===== config.mk =====
export PLATFORM = sky130hd
export DESIGN_NAME = logic_equation_engine
export DESIGN_NICKNAME = d
export VERILOG_FILES = /design/src/include/logic_eq_pkg.sv /design/src/core/equation_gate.sv /design/src/core/logic_equation_engine.sv
export SDC_FILE = /design/constraint.sdc
export NUM_CORES = 2
export LEC_CHECK = 0
export ABC_AREA = 1
export BUFFER_PORTS_ARGS = -buffer_cell sky130_fd_sc_hd__buf_2
export CORE_UTILIZATION = 57
export DETAILED_ROUTE_END_ITERATION = 8
export HOLD_SLACK_MARGIN = 0.03
export PLACE_DENSITY = 0.77
export SLEW_MARGIN = 20
export SYNTH_ARGS = -nofsm -noshare
export SYNTH_HDL_FRONTEND = slang
export SYNTH_SLANG_ARGS = --single-unit

===== constraint.sdc =====
create_clock -name sys_clk_i -period 24.1 [get_ports sys_clk_i]
set_input_delay 4.82 -clock sys_clk_i [delete_from_list [all_inputs] [get_ports sys_clk_i]]
set_output_delay 4.82 -clock sys_clk_i [all_outputs]
set_load 0.005 [all_outputs]

===== src/include/logic_eq_pkg.sv =====
// Contract
// - Each equation takes up to four inputs, each picked from the signal set.
// - Each of the four inputs may be inverted individually before the gate.
// - Gate result passes a timer with separate rise and fall delays.
// - Each equation gives a direct delayed result and a latched result together.
// - The complement of the latched result is offered as a further signal.
// - Latch cleared by a selected reset signal, which may be inverted.
// - When reset and set are both active, reset wins.
// - Equations are evaluated in ascending index order, sweep repeated endlessly; here each sweep is started by one eval_tick_i.
// - Any equation output may be selected as input of any other equation.
// - A lower-numbered source gives its value from the same sweep.
// - A higher-numbered source gives its value from the previous sweep.
package logic_eq_pkg;
   localparam int N_EQ     = 8;
   localparam int EQ_W     = 3;
   localparam int N_STAT   = 16;
   localparam int N_SRC    = N_STAT + 3 * N_EQ;
   localparam int SEL_W    = 6;
   localparam int DLY_W    = 16;
   localparam int ADDR_W   = 6;
   localparam int DATA_W   = 32;

   // Source numbering: status inputs, then direct results, latched, inverted latched.
   localparam logic [SEL_W-1:0] SRC_RESULT_BASE = 6'h10;
   localparam logic [SEL_W-1:0] SRC_LATCH_BASE  = 6'h18;
   localparam logic [SEL_W-1:0] SRC_LATCHN_BASE = 6'h20;
   localparam logic [SEL_W-1:0] SEL_NONE        = 6'h3f;

   localparam logic [1:0] GATE_AND  = 2'h0;
   localparam logic [1:0] GATE_OR   = 2'h1;
   localparam logic [1:0] GATE_NAND = 2'h2;
   localparam logic [1:0] GATE_NOR  = 2'h3;

   // Input word: sel0..sel3 in 6-bit fields, inverts at 24..27, gate at 28..29.
   localparam int IN_SEL_POS  = 0;
   localparam int IN_INV_POS  = 24;
   localparam int IN_GATE_POS = 28;
   // Reset word: select at 0, invert at 8.
   localparam int RST_SEL_POS = 0;
   localparam int RST_INV_POS = 8;
   // Timer word: rise delay low half, fall delay high half.
   localparam int RISE_POS    = 0;
   localparam int FALL_POS    = 16;

   localparam logic [DATA_W-1:0] IN_RESET  = 32'h00ffffff;
   localparam logic [DATA_W-1:0] RST_RESET = 32'h0000003f;
   localparam logic [DATA_W-1:0] TMR_RESET = 32'h00000000;

   // Register indices: per equation e, word at e*4 + field.
   localparam logic [1:0]        FLD_INPUT  = 2'h0;
   localparam logic [1:0]        FLD_RESET  = 2'h1;
   localparam logic [1:0]        FLD_TIMER  = 2'h2;
   localparam logic [ADDR_W-1:0] ADDR_STATE = 6'h20;
   localparam logic [ADDR_W-1:0] ADDR_COUNT = 6'h21;

   typedef enum logic {ST_IDLE, ST_SWEEP} sweep_state_type;
endpackage


===== src/core/equation_gate.sv =====
`timescale 1ns/100ps
module equation_gate
   import logic_eq_pkg::*;
(
   input  wire logic [N_SRC-1:0]  src_i,     // Current signal set
   input  wire logic [DATA_W-1:0] in_cfg_i,  // Input selection word
   input  wire logic [DATA_W-1:0] rst_cfg_i, // Reset selection word
   output logic                   gate_o,    // Gate result
   output logic                   reset_o    // Conditioned latch reset
);
   logic [3:0] cond;
   logic [3:0] used;
   logic       and_v;
   logic       or_v;
   logic [1:0] op;
   logic [SEL_W-1:0] rsel;

   genvar k;
   generate
      for (k = 0; k < 4; k++)
      begin : g_in
         wire logic [SEL_W-1:0] sel = in_cfg_i[IN_SEL_POS + k*SEL_W +: SEL_W];
         assign used[k] = (sel < SEL_W'(N_SRC));
         assign cond[k] = used[k] & (src_i[sel] ^ in_cfg_i[IN_INV_POS + k]);
      end
   endgenerate

   // Unused inputs are forced to 1 for AND and 0 for OR, the neutral values.
   assign and_v  = &(cond | ~used);
   assign or_v   = |cond;
   assign op     = in_cfg_i[IN_GATE_POS +: 2];
   assign gate_o = (op == GATE_AND)  ? and_v :
                   (op == GATE_OR)   ? or_v  :
                   (op == GATE_NAND) ? ~and_v : ~or_v;

   // An unassigned reset never clears, even with the invert option set.
   assign rsel    = rst_cfg_i[RST_SEL_POS +: SEL_W];
   assign reset_o = (rsel < SEL_W'(N_SRC)) & (src_i[rsel] ^ rst_cfg_i[RST_INV_POS]);
endmodule // equation_gate


===== src/core/logic_equation_engine.sv =====
// Added by the designer: the address map and the plain strobed port.
`timescale 1ns/100ps
module logic_equation_engine
   import logic_eq_pkg::*;
(
   input  wire logic              sys_clk_i,         // 100 MHz clock
   input  wire logic              rst_i,             // Asynchronous reset, active high
   input  wire logic              eval_tick_i,       // Starts one evaluation sweep
   input  wire logic [N_STAT-1:0] status_i,          // Device status signals
   input  wire logic [ADDR_W-1:0] addr_i,            // Register index
   input  wire logic [DATA_W-1:0] wdata_i,           // Write data
   input  wire logic              wr_i,              // Write strobe
   input  wire logic              rd_i,              // Read strobe
   output logic [DATA_W-1:0]      rdata_o,           // Read data, cycle after rd_i
   output logic [N_EQ-1:0]        equation_result_o, // Direct delayed results
   output logic [N_EQ-1:0]        latched_o,         // Latched results
   output logic [N_EQ-1:0]        latched_n_o,       // Inverted latched results
   output logic                   busy_o             // Sweep in progress
);
   logic [DATA_W-1:0] in_cfg_r  [N_EQ];
   logic [DATA_W-1:0] rst_cfg_r [N_EQ];
   logic [DATA_W-1:0] tmr_cfg_r [N_EQ];
   logic [DLY_W-1:0]  cnt_r     [N_EQ];
   logic [N_EQ-1:0]   result_r;
   logic [N_EQ-1:0]   latch_r;
   logic [N_EQ-1:0]   latch_n_r;
   logic [N_STAT-1:0] stat_snap_r;
   logic [EQ_W-1:0]   idx_r;
   logic [EQ_W-1:0]   idx_nxt;
   logic [DATA_W-1:0] rdata_r;
   logic [DATA_W-1:0] rdata_nxt;
   logic [15:0]       sweep_cnt_r;
   logic              busy_r;
   sweep_state_type   state_r;
   sweep_state_type   state_nxt;

   // Results hold what the sweep has produced so far: entries below idx_r are
   // already from this sweep, entries at or above are from the previous one.
   wire logic [N_SRC-1:0] src = {latch_n_r, latch_r, result_r, stat_snap_r};

   wire logic gate_val;
   wire logic rst_val;

   equation_gate u_gate (
      .src_i     (src),
      .in_cfg_i  (in_cfg_r[idx_r]),
      .rst_cfg_i (rst_cfg_r[idx_r]),
      .gate_o    (gate_val),
      .reset_o   (rst_val)
   );

   wire logic [DLY_W-1:0] rise_dly = tmr_cfg_r[idx_r][RISE_POS +: DLY_W];
   wire logic [DLY_W-1:0] fall_dly = tmr_cfg_r[idx_r][FALL_POS +: DLY_W];
   wire logic             cur_out  = result_r[idx_r];
   wire logic [DLY_W-1:0] cur_cnt  = cnt_r[idx_r];
   wire logic [DLY_W-1:0] need_dly = gate_val ? rise_dly : fall_dly;
   wire logic             differs  = gate_val != cur_out;
   wire logic [DLY_W-1:0] cnt_inc  = cur_cnt + DLY_W'(1);
   // The count holds the number of sweeps the new level has already been seen.
   // Comparing the stored count rather than count+1 keeps the longest delay from wrapping.
   wire logic             expired  = differs & (cur_cnt >= need_dly);
   wire logic             new_out  = expired ? gate_val : cur_out;
   wire logic [DLY_W-1:0] new_cnt  = (!differs || expired) ? '0 : cnt_inc;
   // Reset dominates; the latch is set from the delayed result, not the raw gate.
   wire logic             new_lat  = rst_val ? 1'b0 :
                                     (new_out | latch_r[idx_r]);

   wire logic             in_sweep = (state_r == ST_SWEEP);
   wire logic             last_eq  = (idx_r == EQ_W'(N_EQ - 1));

   always_comb
   begin
      state_nxt = state_r;
      idx_nxt   = idx_r;
      case (state_r)
         ST_IDLE:
         begin
            if (eval_tick_i)
            begin
               state_nxt = ST_SWEEP;
               idx_nxt   = '0;
            end
         end
         ST_SWEEP:
         begin
            idx_nxt = idx_r + EQ_W'(1);
            if (last_eq)
            begin
               state_nxt = ST_IDLE;
               idx_nxt   = '0;
            end
         end
         default:
         begin
            state_nxt = ST_IDLE;
            idx_nxt   = '0;
         end
      endcase
   end

   always_ff @(posedge sys_clk_i or posedge rst_i)
   begin
      if (rst_i)
      begin
         state_r <= ST_IDLE;
         idx_r   <= '0;
         busy_r  <= 1'b0;
      end
      else
      begin
         state_r <= state_nxt;
         idx_r   <= idx_nxt;
         busy_r  <= (state_nxt == ST_SWEEP);
      end
   end

   // Status is frozen for a whole sweep so every equation sees the same inputs.
   always_ff @(posedge sys_clk_i or posedge rst_i)
   begin
      if (rst_i)
         stat_snap_r <= '0;
      else if (state_r == ST_IDLE && eval_tick_i)
         stat_snap_r <= status_i;
   end

   always_ff @(posedge sys_clk_i or posedge rst_i)
   begin
      if (rst_i)
      begin
         result_r  <= '0;
         latch_r   <= '0;
         latch_n_r <= '1;
         for (int e = 0; e < N_EQ; e++)
            cnt_r[e] <= '0;
      end
      else if (in_sweep)
      begin
         result_r[idx_r]  <= new_out;
         latch_r[idx_r]   <= new_lat;
         latch_n_r[idx_r] <= ~new_lat;
         cnt_r[idx_r]     <= new_cnt;
      end
   end

   always_ff @(posedge sys_clk_i or posedge rst_i)
   begin
      if (rst_i)
         sweep_cnt_r <= '0;
      else if (in_sweep && last_eq)
         sweep_cnt_r <= sweep_cnt_r + 16'h0001;
   end

   // Register decode. Configuration may change mid-sweep; it takes effect for
   // equations evaluated after the write.
   wire logic            eq_space = ~addr_i[ADDR_W-1];
   wire logic [EQ_W-1:0] wr_eq    = addr_i[EQ_W+1:2];
   wire logic [1:0]      wr_fld   = addr_i[1:0];

   always_ff @(posedge sys_clk_i or posedge rst_i)
   begin
      if (rst_i)
      begin
         for (int e = 0; e < N_EQ; e++)
         begin
            in_cfg_r[e]  <= IN_RESET;
            rst_cfg_r[e] <= RST_RESET;
            tmr_cfg_r[e] <= TMR_RESET;
         end
      end
      else if (wr_i && eq_space)
      begin
         case (wr_fld)
            FLD_INPUT: in_cfg_r[wr_eq]  <= wdata_i & IN_RESET | (wdata_i & 32'h3f000000);
            FLD_RESET: rst_cfg_r[wr_eq] <= wdata_i & 32'h0000013f;
            FLD_TIMER: tmr_cfg_r[wr_eq] <= wdata_i;
            default:   ;
         endcase
      end
   end

   always_comb
   begin
      rdata_nxt = '0;
      if (rd_i)
      begin
         if (eq_space)
         begin
            case (wr_fld)
               FLD_INPUT: rdata_nxt = in_cfg_r[wr_eq];
               FLD_RESET: rdata_nxt = rst_cfg_r[wr_eq];
               FLD_TIMER: rdata_nxt = tmr_cfg_r[wr_eq];
               default:   rdata_nxt = '0;
            endcase
         end
         else if (addr_i == ADDR_STATE)
            rdata_nxt = {busy_r, 7'h00, 8'h00, latch_r, result_r};
         else if (addr_i == ADDR_COUNT)
            rdata_nxt = {16'h0000, sweep_cnt_r};
      end
   end

   always_ff @(posedge sys_clk_i or posedge rst_i)
   begin
      if (rst_i)
         rdata_r <= '0;
      else
         rdata_r <= rdata_nxt;
   end

   assign rdata_o           = rdata_r;
   assign equation_result_o = result_r;
   assign latched_o         = latch_r;
   assign latched_n_o       = latch_n_r;
   assign busy_o            = busy_r;
endmodule // logic_equation_engine


## Yosys cells after proc, flatten, opt, wreduce, memory -nomap -nowiden

Index checks and enable logic that the tools add are counted.

- Register bits: 988
- Output and inout bits: 57
- Word-level logic and storage cells: 172

- Add/sub/neg operators: 3
- $lt $le $gt $ge: 17
- Eq/ne operators: 9
- Multiplexer cells: 66
- Bitwise logic cells: 22
- Reductions and logical operators: 15

Operators with widths:

| operator | count |
|---|---|
| $bwmux 256 | 3 |
| $bmux 32 s3 | 6 |
| $mux 32 | 12 |
| $bwmux 128 | 1 |
| $demux 32 s3 | 1 |
| $mux 16 | 6 |
| $pmux 32 s3 | 1 |
| $mux 30 | 2 |
| $bmux 16 s3 | 1 |
| $demux 16 s3 | 1 |
| $lt 6x7->1 const B | 5 |
| $add 16x1->16 const B | 2 |
| $bmux 1 s6 | 5 |
| $lt 6x6->1 const B | 5 |
| $or 24x30->30 | 1 |
| $bwmux 8 | 3 |
| $mux 9 | 2 |
| $ge 16x16->1 | 1 |
| $mux 1 | 15 |
| $eq 6x6->1 const B | 2 |
| $ge 4x4->1 const B | 2 |
| $lt 4x1->1 const B | 2 |
| $not 3->4 | 2 |
| $and 1x1->1 | 6 |
| other kinds (25) | 45 |

## Logic depth before layout (Yosys ltp)

- Depth after elaboration: 22
- Mapped depth: 47
- Depth with buffers taken out: 43

## By module

Synthesis repeated with hierarchy kept, for this count alone.

- Cell total of the unflattened synthesis: 5,339
- Area, all modules: 40,998.1 um^2

Modules (own cells, without submodules):

| module | times used | cells an instance | area an instance (um^2) |
|---|---|---|---|
| logic_equation_engine | 1 | 4,861 | 38,857.3 |
| equation_gate | 1 | 478 | 2,140.8 |

## Worst setup path before layout

OpenSTA, ideal clock, no wires.

- Path kind: input port to flip-flop
- From: input port addr_i[2]
- To: register tmr_cfg_r[8] in the netlist's numbering
- Setup time: 0.133 ns
- Data arrival time: 6.977 ns
- Data required time: 23.967 ns
- Slack: 16.990 ns
- Stages: 10
- Buffers on the path: 5
- Cell sequence: clkbuf_1 > clkinv_1 > nor3_1 > clkbuf_1 > buf_1 > buf_1 > nand2_1 > clkbuf_1 > nand2_1 > o21ai_0

- Cells in the longest elaborated chain, start to end: 6
- Elaborated cells on any way between the ends: 7

Ends and longest elaborated chain:

| item | line | source |
|---|---|---|
| start, declared | logic_equation_engine.sv:10 | `input wire logic [ADDR_W-1:0] addr_i,` |
| $not 3->4 (implied by the code) (*) | logic_equation_engine.sv:175 | `FLD_TIMER: tmr_cfg_r[wr_eq] <= wdata_i;` |
| $ge 4x4->1 (implied by the code) or $lt 4x1->1 (tied branches) | logic_equation_engine.sv:175 |  |
| $logic_and 1x1->1 (implied by the code) | logic_equation_engine.sv:175 |  |
| $mux 32 (implied by the code) | logic_equation_engine.sv:175 |  |
| $demux 32 s3 (*) | logic_equation_engine.sv:175 |  |
| $bwmux 256 (*) | logic_equation_engine.sv:175 |  |
| end signal, assigned by index | logic_equation_engine.sv:175 |  |
| end, declared | logic_equation_engine.sv:22 | `logic [DATA_W-1:0] tmr_cfg_r [N_EQ];` |

Every way passes the cells marked *; elsewhere a longest branch is shown, timed or not.
A chain may end at the register's enable or synchronous reset.

## Final worst setup path

- From: register idx_r[0]
- To: register cnt_r[27] in the netlist's numbering

- Cells in the longest elaborated chain, start to end: 20
- Elaborated cells on any way between the ends: 58

Ends and longest elaborated chain:

| item | line | source |
|---|---|---|
| start, declared | logic_equation_engine.sv:28 | `logic [EQ_W-1:0] idx_r;` |
| start signal, assigned | logic_equation_engine.sv:112 | `idx_r <= idx_nxt;` |
| $not 3->4 (implied by the code) | - |  |
| $bmux 32 s3 | logic_equation_engine.sv:46 | `.in_cfg_i (in_cfg_r[idx_r]),` |
| $mux 30 (implied by the code) (2 in a row) | logic_equation_engine.sv:46 |  |
| $bmux 1 s6 | equation_gate.sv:24 | `assign cond[k] = used[k] & (src_i[sel] ^ in_cfg_i[IN_INV_POS + k]);` |
| $mux 1 (implied by the code) | equation_gate.sv:24 |  |
| $xor 1x1->1 | equation_gate.sv:24 |  |
| $and 1x1->1 | equation_gate.sv:24 |  |
| $or 4x4->4 | equation_gate.sv:29 | `assign and_v = &(cond \| ~used);` |
| (+3 left out) | - |  |
| $mux 1 | equation_gate.sv:33 | `(op == GATE_OR) ? or_v :` |
| $mux 1 | equation_gate.sv:32 | `assign gate_o = (op == GATE_AND) ? and_v :` |
| $mux 16 | logic_equation_engine.sv:56 | `wire logic [DLY_W-1:0] need_dly = gate_val ? rise_dly : fall_dly;` |
| $ge 16x16->1 | logic_equation_engine.sv:61 | `wire logic expired = differs & (cur_cnt >= need_dly);` |
| $and 1x1->1 | logic_equation_engine.sv:61 |  |
| $logic_or 1x1->1 | logic_equation_engine.sv:63 | `wire logic [DLY_W-1:0] new_cnt = (!differs \|\| expired) ? '0 : cnt_inc;` |
| $mux 16 | logic_equation_engine.sv:63 |  |
| $bwmux 128 (*) | logic_equation_engine.sv:141 | `cnt_r[idx_r] <= new_cnt;` |
| end signal, assigned by index | logic_equation_engine.sv:141 |  |
| end, declared | logic_equation_engine.sv:23 | `logic [DLY_W-1:0] cnt_r [N_EQ];` |

Every way passes the cells marked *; elsewhere a longest branch is shown, timed or not. The select of a mux whose other input is x is not followed.

==> out/metrics.csv <==
stage;metric;value;unit
run_status;status;complete, no violations;
timing;final worst path period need;9.079;ns
min_path;Tightest Hold Check Type;reg2reg;
synth;synthesized instance count;5304;
clock_tree;CTS HTree Levels;3;
synth;predominant post-synthesis flop cell;dfrtp_1;
clock_tree;CTS Hold Buffers Added;0;
critical_path;Crit Path Class;reg2reg;
synth;syn nets;5383;
final_layout;Final Core Density;62.56;%
synth;library cells used by synthesis;61;
critical_path;CP most frequent cell;nand2_1;
route;vias per cell;6.514;
critical_path;slowest stage cell, crit path;dfrtp_4;
global_routing;largest net degree at the start of global routing;177;
place;I/O Buffers;115;
timing;fin crit share;37.67;%
critical_path;Worst path max stage delay;1.01;ns
clock_tree;post_cts resized;0;
synth;main area contributors after synthesis;dfrtp_1 32%, dfstp_2 16%, nand2_1 12%;
clock_tree;Root Driver;clkbuf_16;
timing;Fin Setup TNS;0;ns
route;drt drc;0;
timing;RSZ-0062 raised after global routing;false;
timing;Fmax achieved;0.1101;GHz
power_and_ir_drop;Leak;19.90;nW
timing;Slew headroom;18.74;%
place;RD Place Congestion;1.006;
synth;Post-Syn Area;41230;um2
power_and_ir_drop;PwrDens;138.4;nW/um2
place;dpl cell area;41790;um2
floorplan;chip height;271.0;um
route;Routed Antenna Nets;0;
final_layout;synthesis-to-finish area growth;8.457;%
clock_tree;clock latency on the worst-skew pair;0.67;ns
power_and_ir_drop;Final Power;0.006188;W
clock_tree;Clock Pin Slew Worst Setup and Hold Paths;0.06;ns
final_layout;post-route cell area;44720;um2
floorplan;FP Rows;98;
timing;final hold viol count;0;
synth;syn avg cell area;7.774;um2
final_layout;Layout Nets;5262;
route;initial drt markers;6458;
global_routing;vias in the first global route;37300;
clock_tree;post-CTS setup buffers;0;
min_path;hold path depth;2;
clock_tree;TritonCTS buffer count;84;
global_routing;grt total ovfl;0;
floorplan;I/O pin count;116;
critical_path;CP startpoint kind;flip-flop;
critical_path;Worst setup EP type;flip-flop;
route;First-pass DRT Iterations;9;
floorplan;die area;73420;um2
timing;final setup vio count;0;
timing;Clock Skew;0.03099;ns
floorplan;Starting Density;57.68;%
clock_tree;CTS tree;done;
synth;Yosys reg bits;772;
final_layout;fillers;6188;
synth;top cell type by total area after synthesis;dfrtp_1;
timing;Slew Limit Fails;0;
route;Routed wire per std cell;24.39;um
power_and_ir_drop;VDD IR max;0.3127;mV
flow_run;MaxCap Viol Count;0;
floorplan;Core Box Area;71490;um2
place;HPWL after DPL;91310;um
synth;Async S/R FF share, synth;100.0;%
synth;sequential element share of the synthesized area;47.60;%
final_layout;share of layout cells above drive strength 1;12.87;%
timing;Hold WS;0.4752;ns
global_routing;total track usage;40.53;%
floorplan;chip width;271.0;um
synth;area share of the largest cell type after synthesis;31.80;%
critical_path;Worst Path Max Fanout;156;
critical_path;reg2reg path depth;34;
timing;Slew @ Worst Pin;1.203;ns
critical_path;Arrival @ worst endpoint;9.66;ns
clock_tree;TritonCTS sink count;772;
route;via count;40420;
clock_tree;CTS max path bufs;3;
critical_path;Data required, critical path;24.68;ns
synth;YS warnings;0;
route;final wirelength;151300;um
global_routing;first-pass GRT wire length;227400;um
global_routing;initial antenna violation count;5;
synth;number of synthesized flops with an enable pin;0;
[layout by cell type (no fill, tap or decap), types with 29 or more instances in the layout]
master     synthesis  routed
o22ai_1           56      56
inv_2             31      29
nand4_1          176     176
o21ai_1           51      51
a21oi_1          269     269
nand2_1         1356    1340
o21ai_0          972     972
inv_1            393     390
buf_2             43     115
o41ai_1           45      44
o211ai_1          42      42
dfrtp_1          524     523
nand3_1          209     209
clkbuf_16          0      85
dfstp_2          248     248
buf_4             25      79
a22o_1            36      36
nor2_1           263     254
a221oi_1          45      45
[final timing paths]
kind | from | end | slack [ns]
max in group asynchronous | rst_i | tmr_cfg_r[118]$_DFFE_PP0P_ | 16.10
worst min-delay path | cnt_r[71]$_DFFE_PP0P_ | cnt_r[71]$_DFFE_PP0P_ | 0.48
worst max-delay path | idx_r[0]$_DFFE_PP0P_ | cnt_r[27]$_DFFE_PP0P_ | 15.02
min in group asynchronous | rst_i | stat_snap_r[0]$_DFFE_PP0P_ | 4.17
worst max register to register | idx_r[0]$_DFFE_PP0P_ | cnt_r[27]$_DFFE_PP0P_ | 15.02
worst min register to register | cnt_r[71]$_DFFE_PP0P_ | cnt_r[71]$_DFFE_PP0P_ | 0.48
[registers in the layout (all words and copies together), names as in the netlist]
register / count
cnt_r: 128
equation_result_o: 8
idx_r: 3
in_cfg_r: 240
in_sweep: 1
latched_n_o: 8
latched_o: 8
rdata_o: 32
rst_cfg_r: 56
stat_snap_r: 16
sweep_cnt_r: 16
tmr_cfg_r: 256
[cells in the mapped netlist (all sizes together) (4+ instances only)]
cell type	count
nor2	274
o21ai	1024
inv	426
a22oi	7
clkbuf	270
o41ai	45
a311o	9
nand3	210
nor3	19
o22ai	56
nand2	1365
clkinv	13
nor4	4
a41oi	6
buf	133
xnor2	9
dfstp	248
a32o	8
a22o	36
nand4	177
ha	20
o221ai	5
xor2	17
o2111ai	23
a221oi	45
dfrtp	524
o211ai	42
a21oi	269
o31ai	4
[where the power goes]
part	internal [W]	switching, W	total, W
registers	0.00157	0.000208	0.00177
clock network	0.000805	0.000559	0.00136
logic	0.000722	0.00233	0.00305
total	0.00309	0.00310	0.00619
[metal layers]
metal	vias to the layer above	wire, um	track usage [%]
li1	17690	-	-
met5	-	49	0
met1	18910	55960	53.24
met3	713	21220	11.39
met2	3103	63550	59.41
met4	8	10530	24.67
[through the flow]
step                std cells  setup slack (ns)
floorplan                5304             8.893
global placement         6047             15.40
detailed placement       6047             15.34
CTS                      6204             15.43
global route             6204             14.48
finish                   6205             15.02
[critical path, delay by kind of cell, from the launching register on]
kind                       cells  cell delay, ns
AOI/OAI and AO/OA              8            1.92
adders and majority gates      1            0.31
buffers and inverters          6            2.86
DFF                            1            1.01
and+or+nand+nor               19            2.71
[kinds of logic (layout without fill, tap and decap cells)]
logic type               count (synthesis)  in the layout  synth area share [%]
XOR/XNOR                                26             26                0.5705
AO/OA/AOI/OAI                         1588           1588                 21.56
other                                    0              1                     0
buffers and inverters                  842            792                 8.818
flip-flops                             772            772                 47.60
adder cells (fa/ha/maj)                 20             20                0.6069
AND/OR/NAND/NOR                       2054           2054                 20.80
multiplexers                             2              2               0.04855
[cell type report]
class	instances	area, um2	area share, %
Clock buffer	133	2547	5.696
Antenna cell	1	2.502	0.005596
Sequential cell	772	19630	43.90
Inverter	439	1670	3.735
Tap cell	950	1189	2.658
Multi-Input combinational cell	3690	18100	40.46
Clock inverter	24	375.4	0.8393
Timing Repair Buffer	196	1209	2.703
No activity file was read; power rests on OpenSTA's default activity.
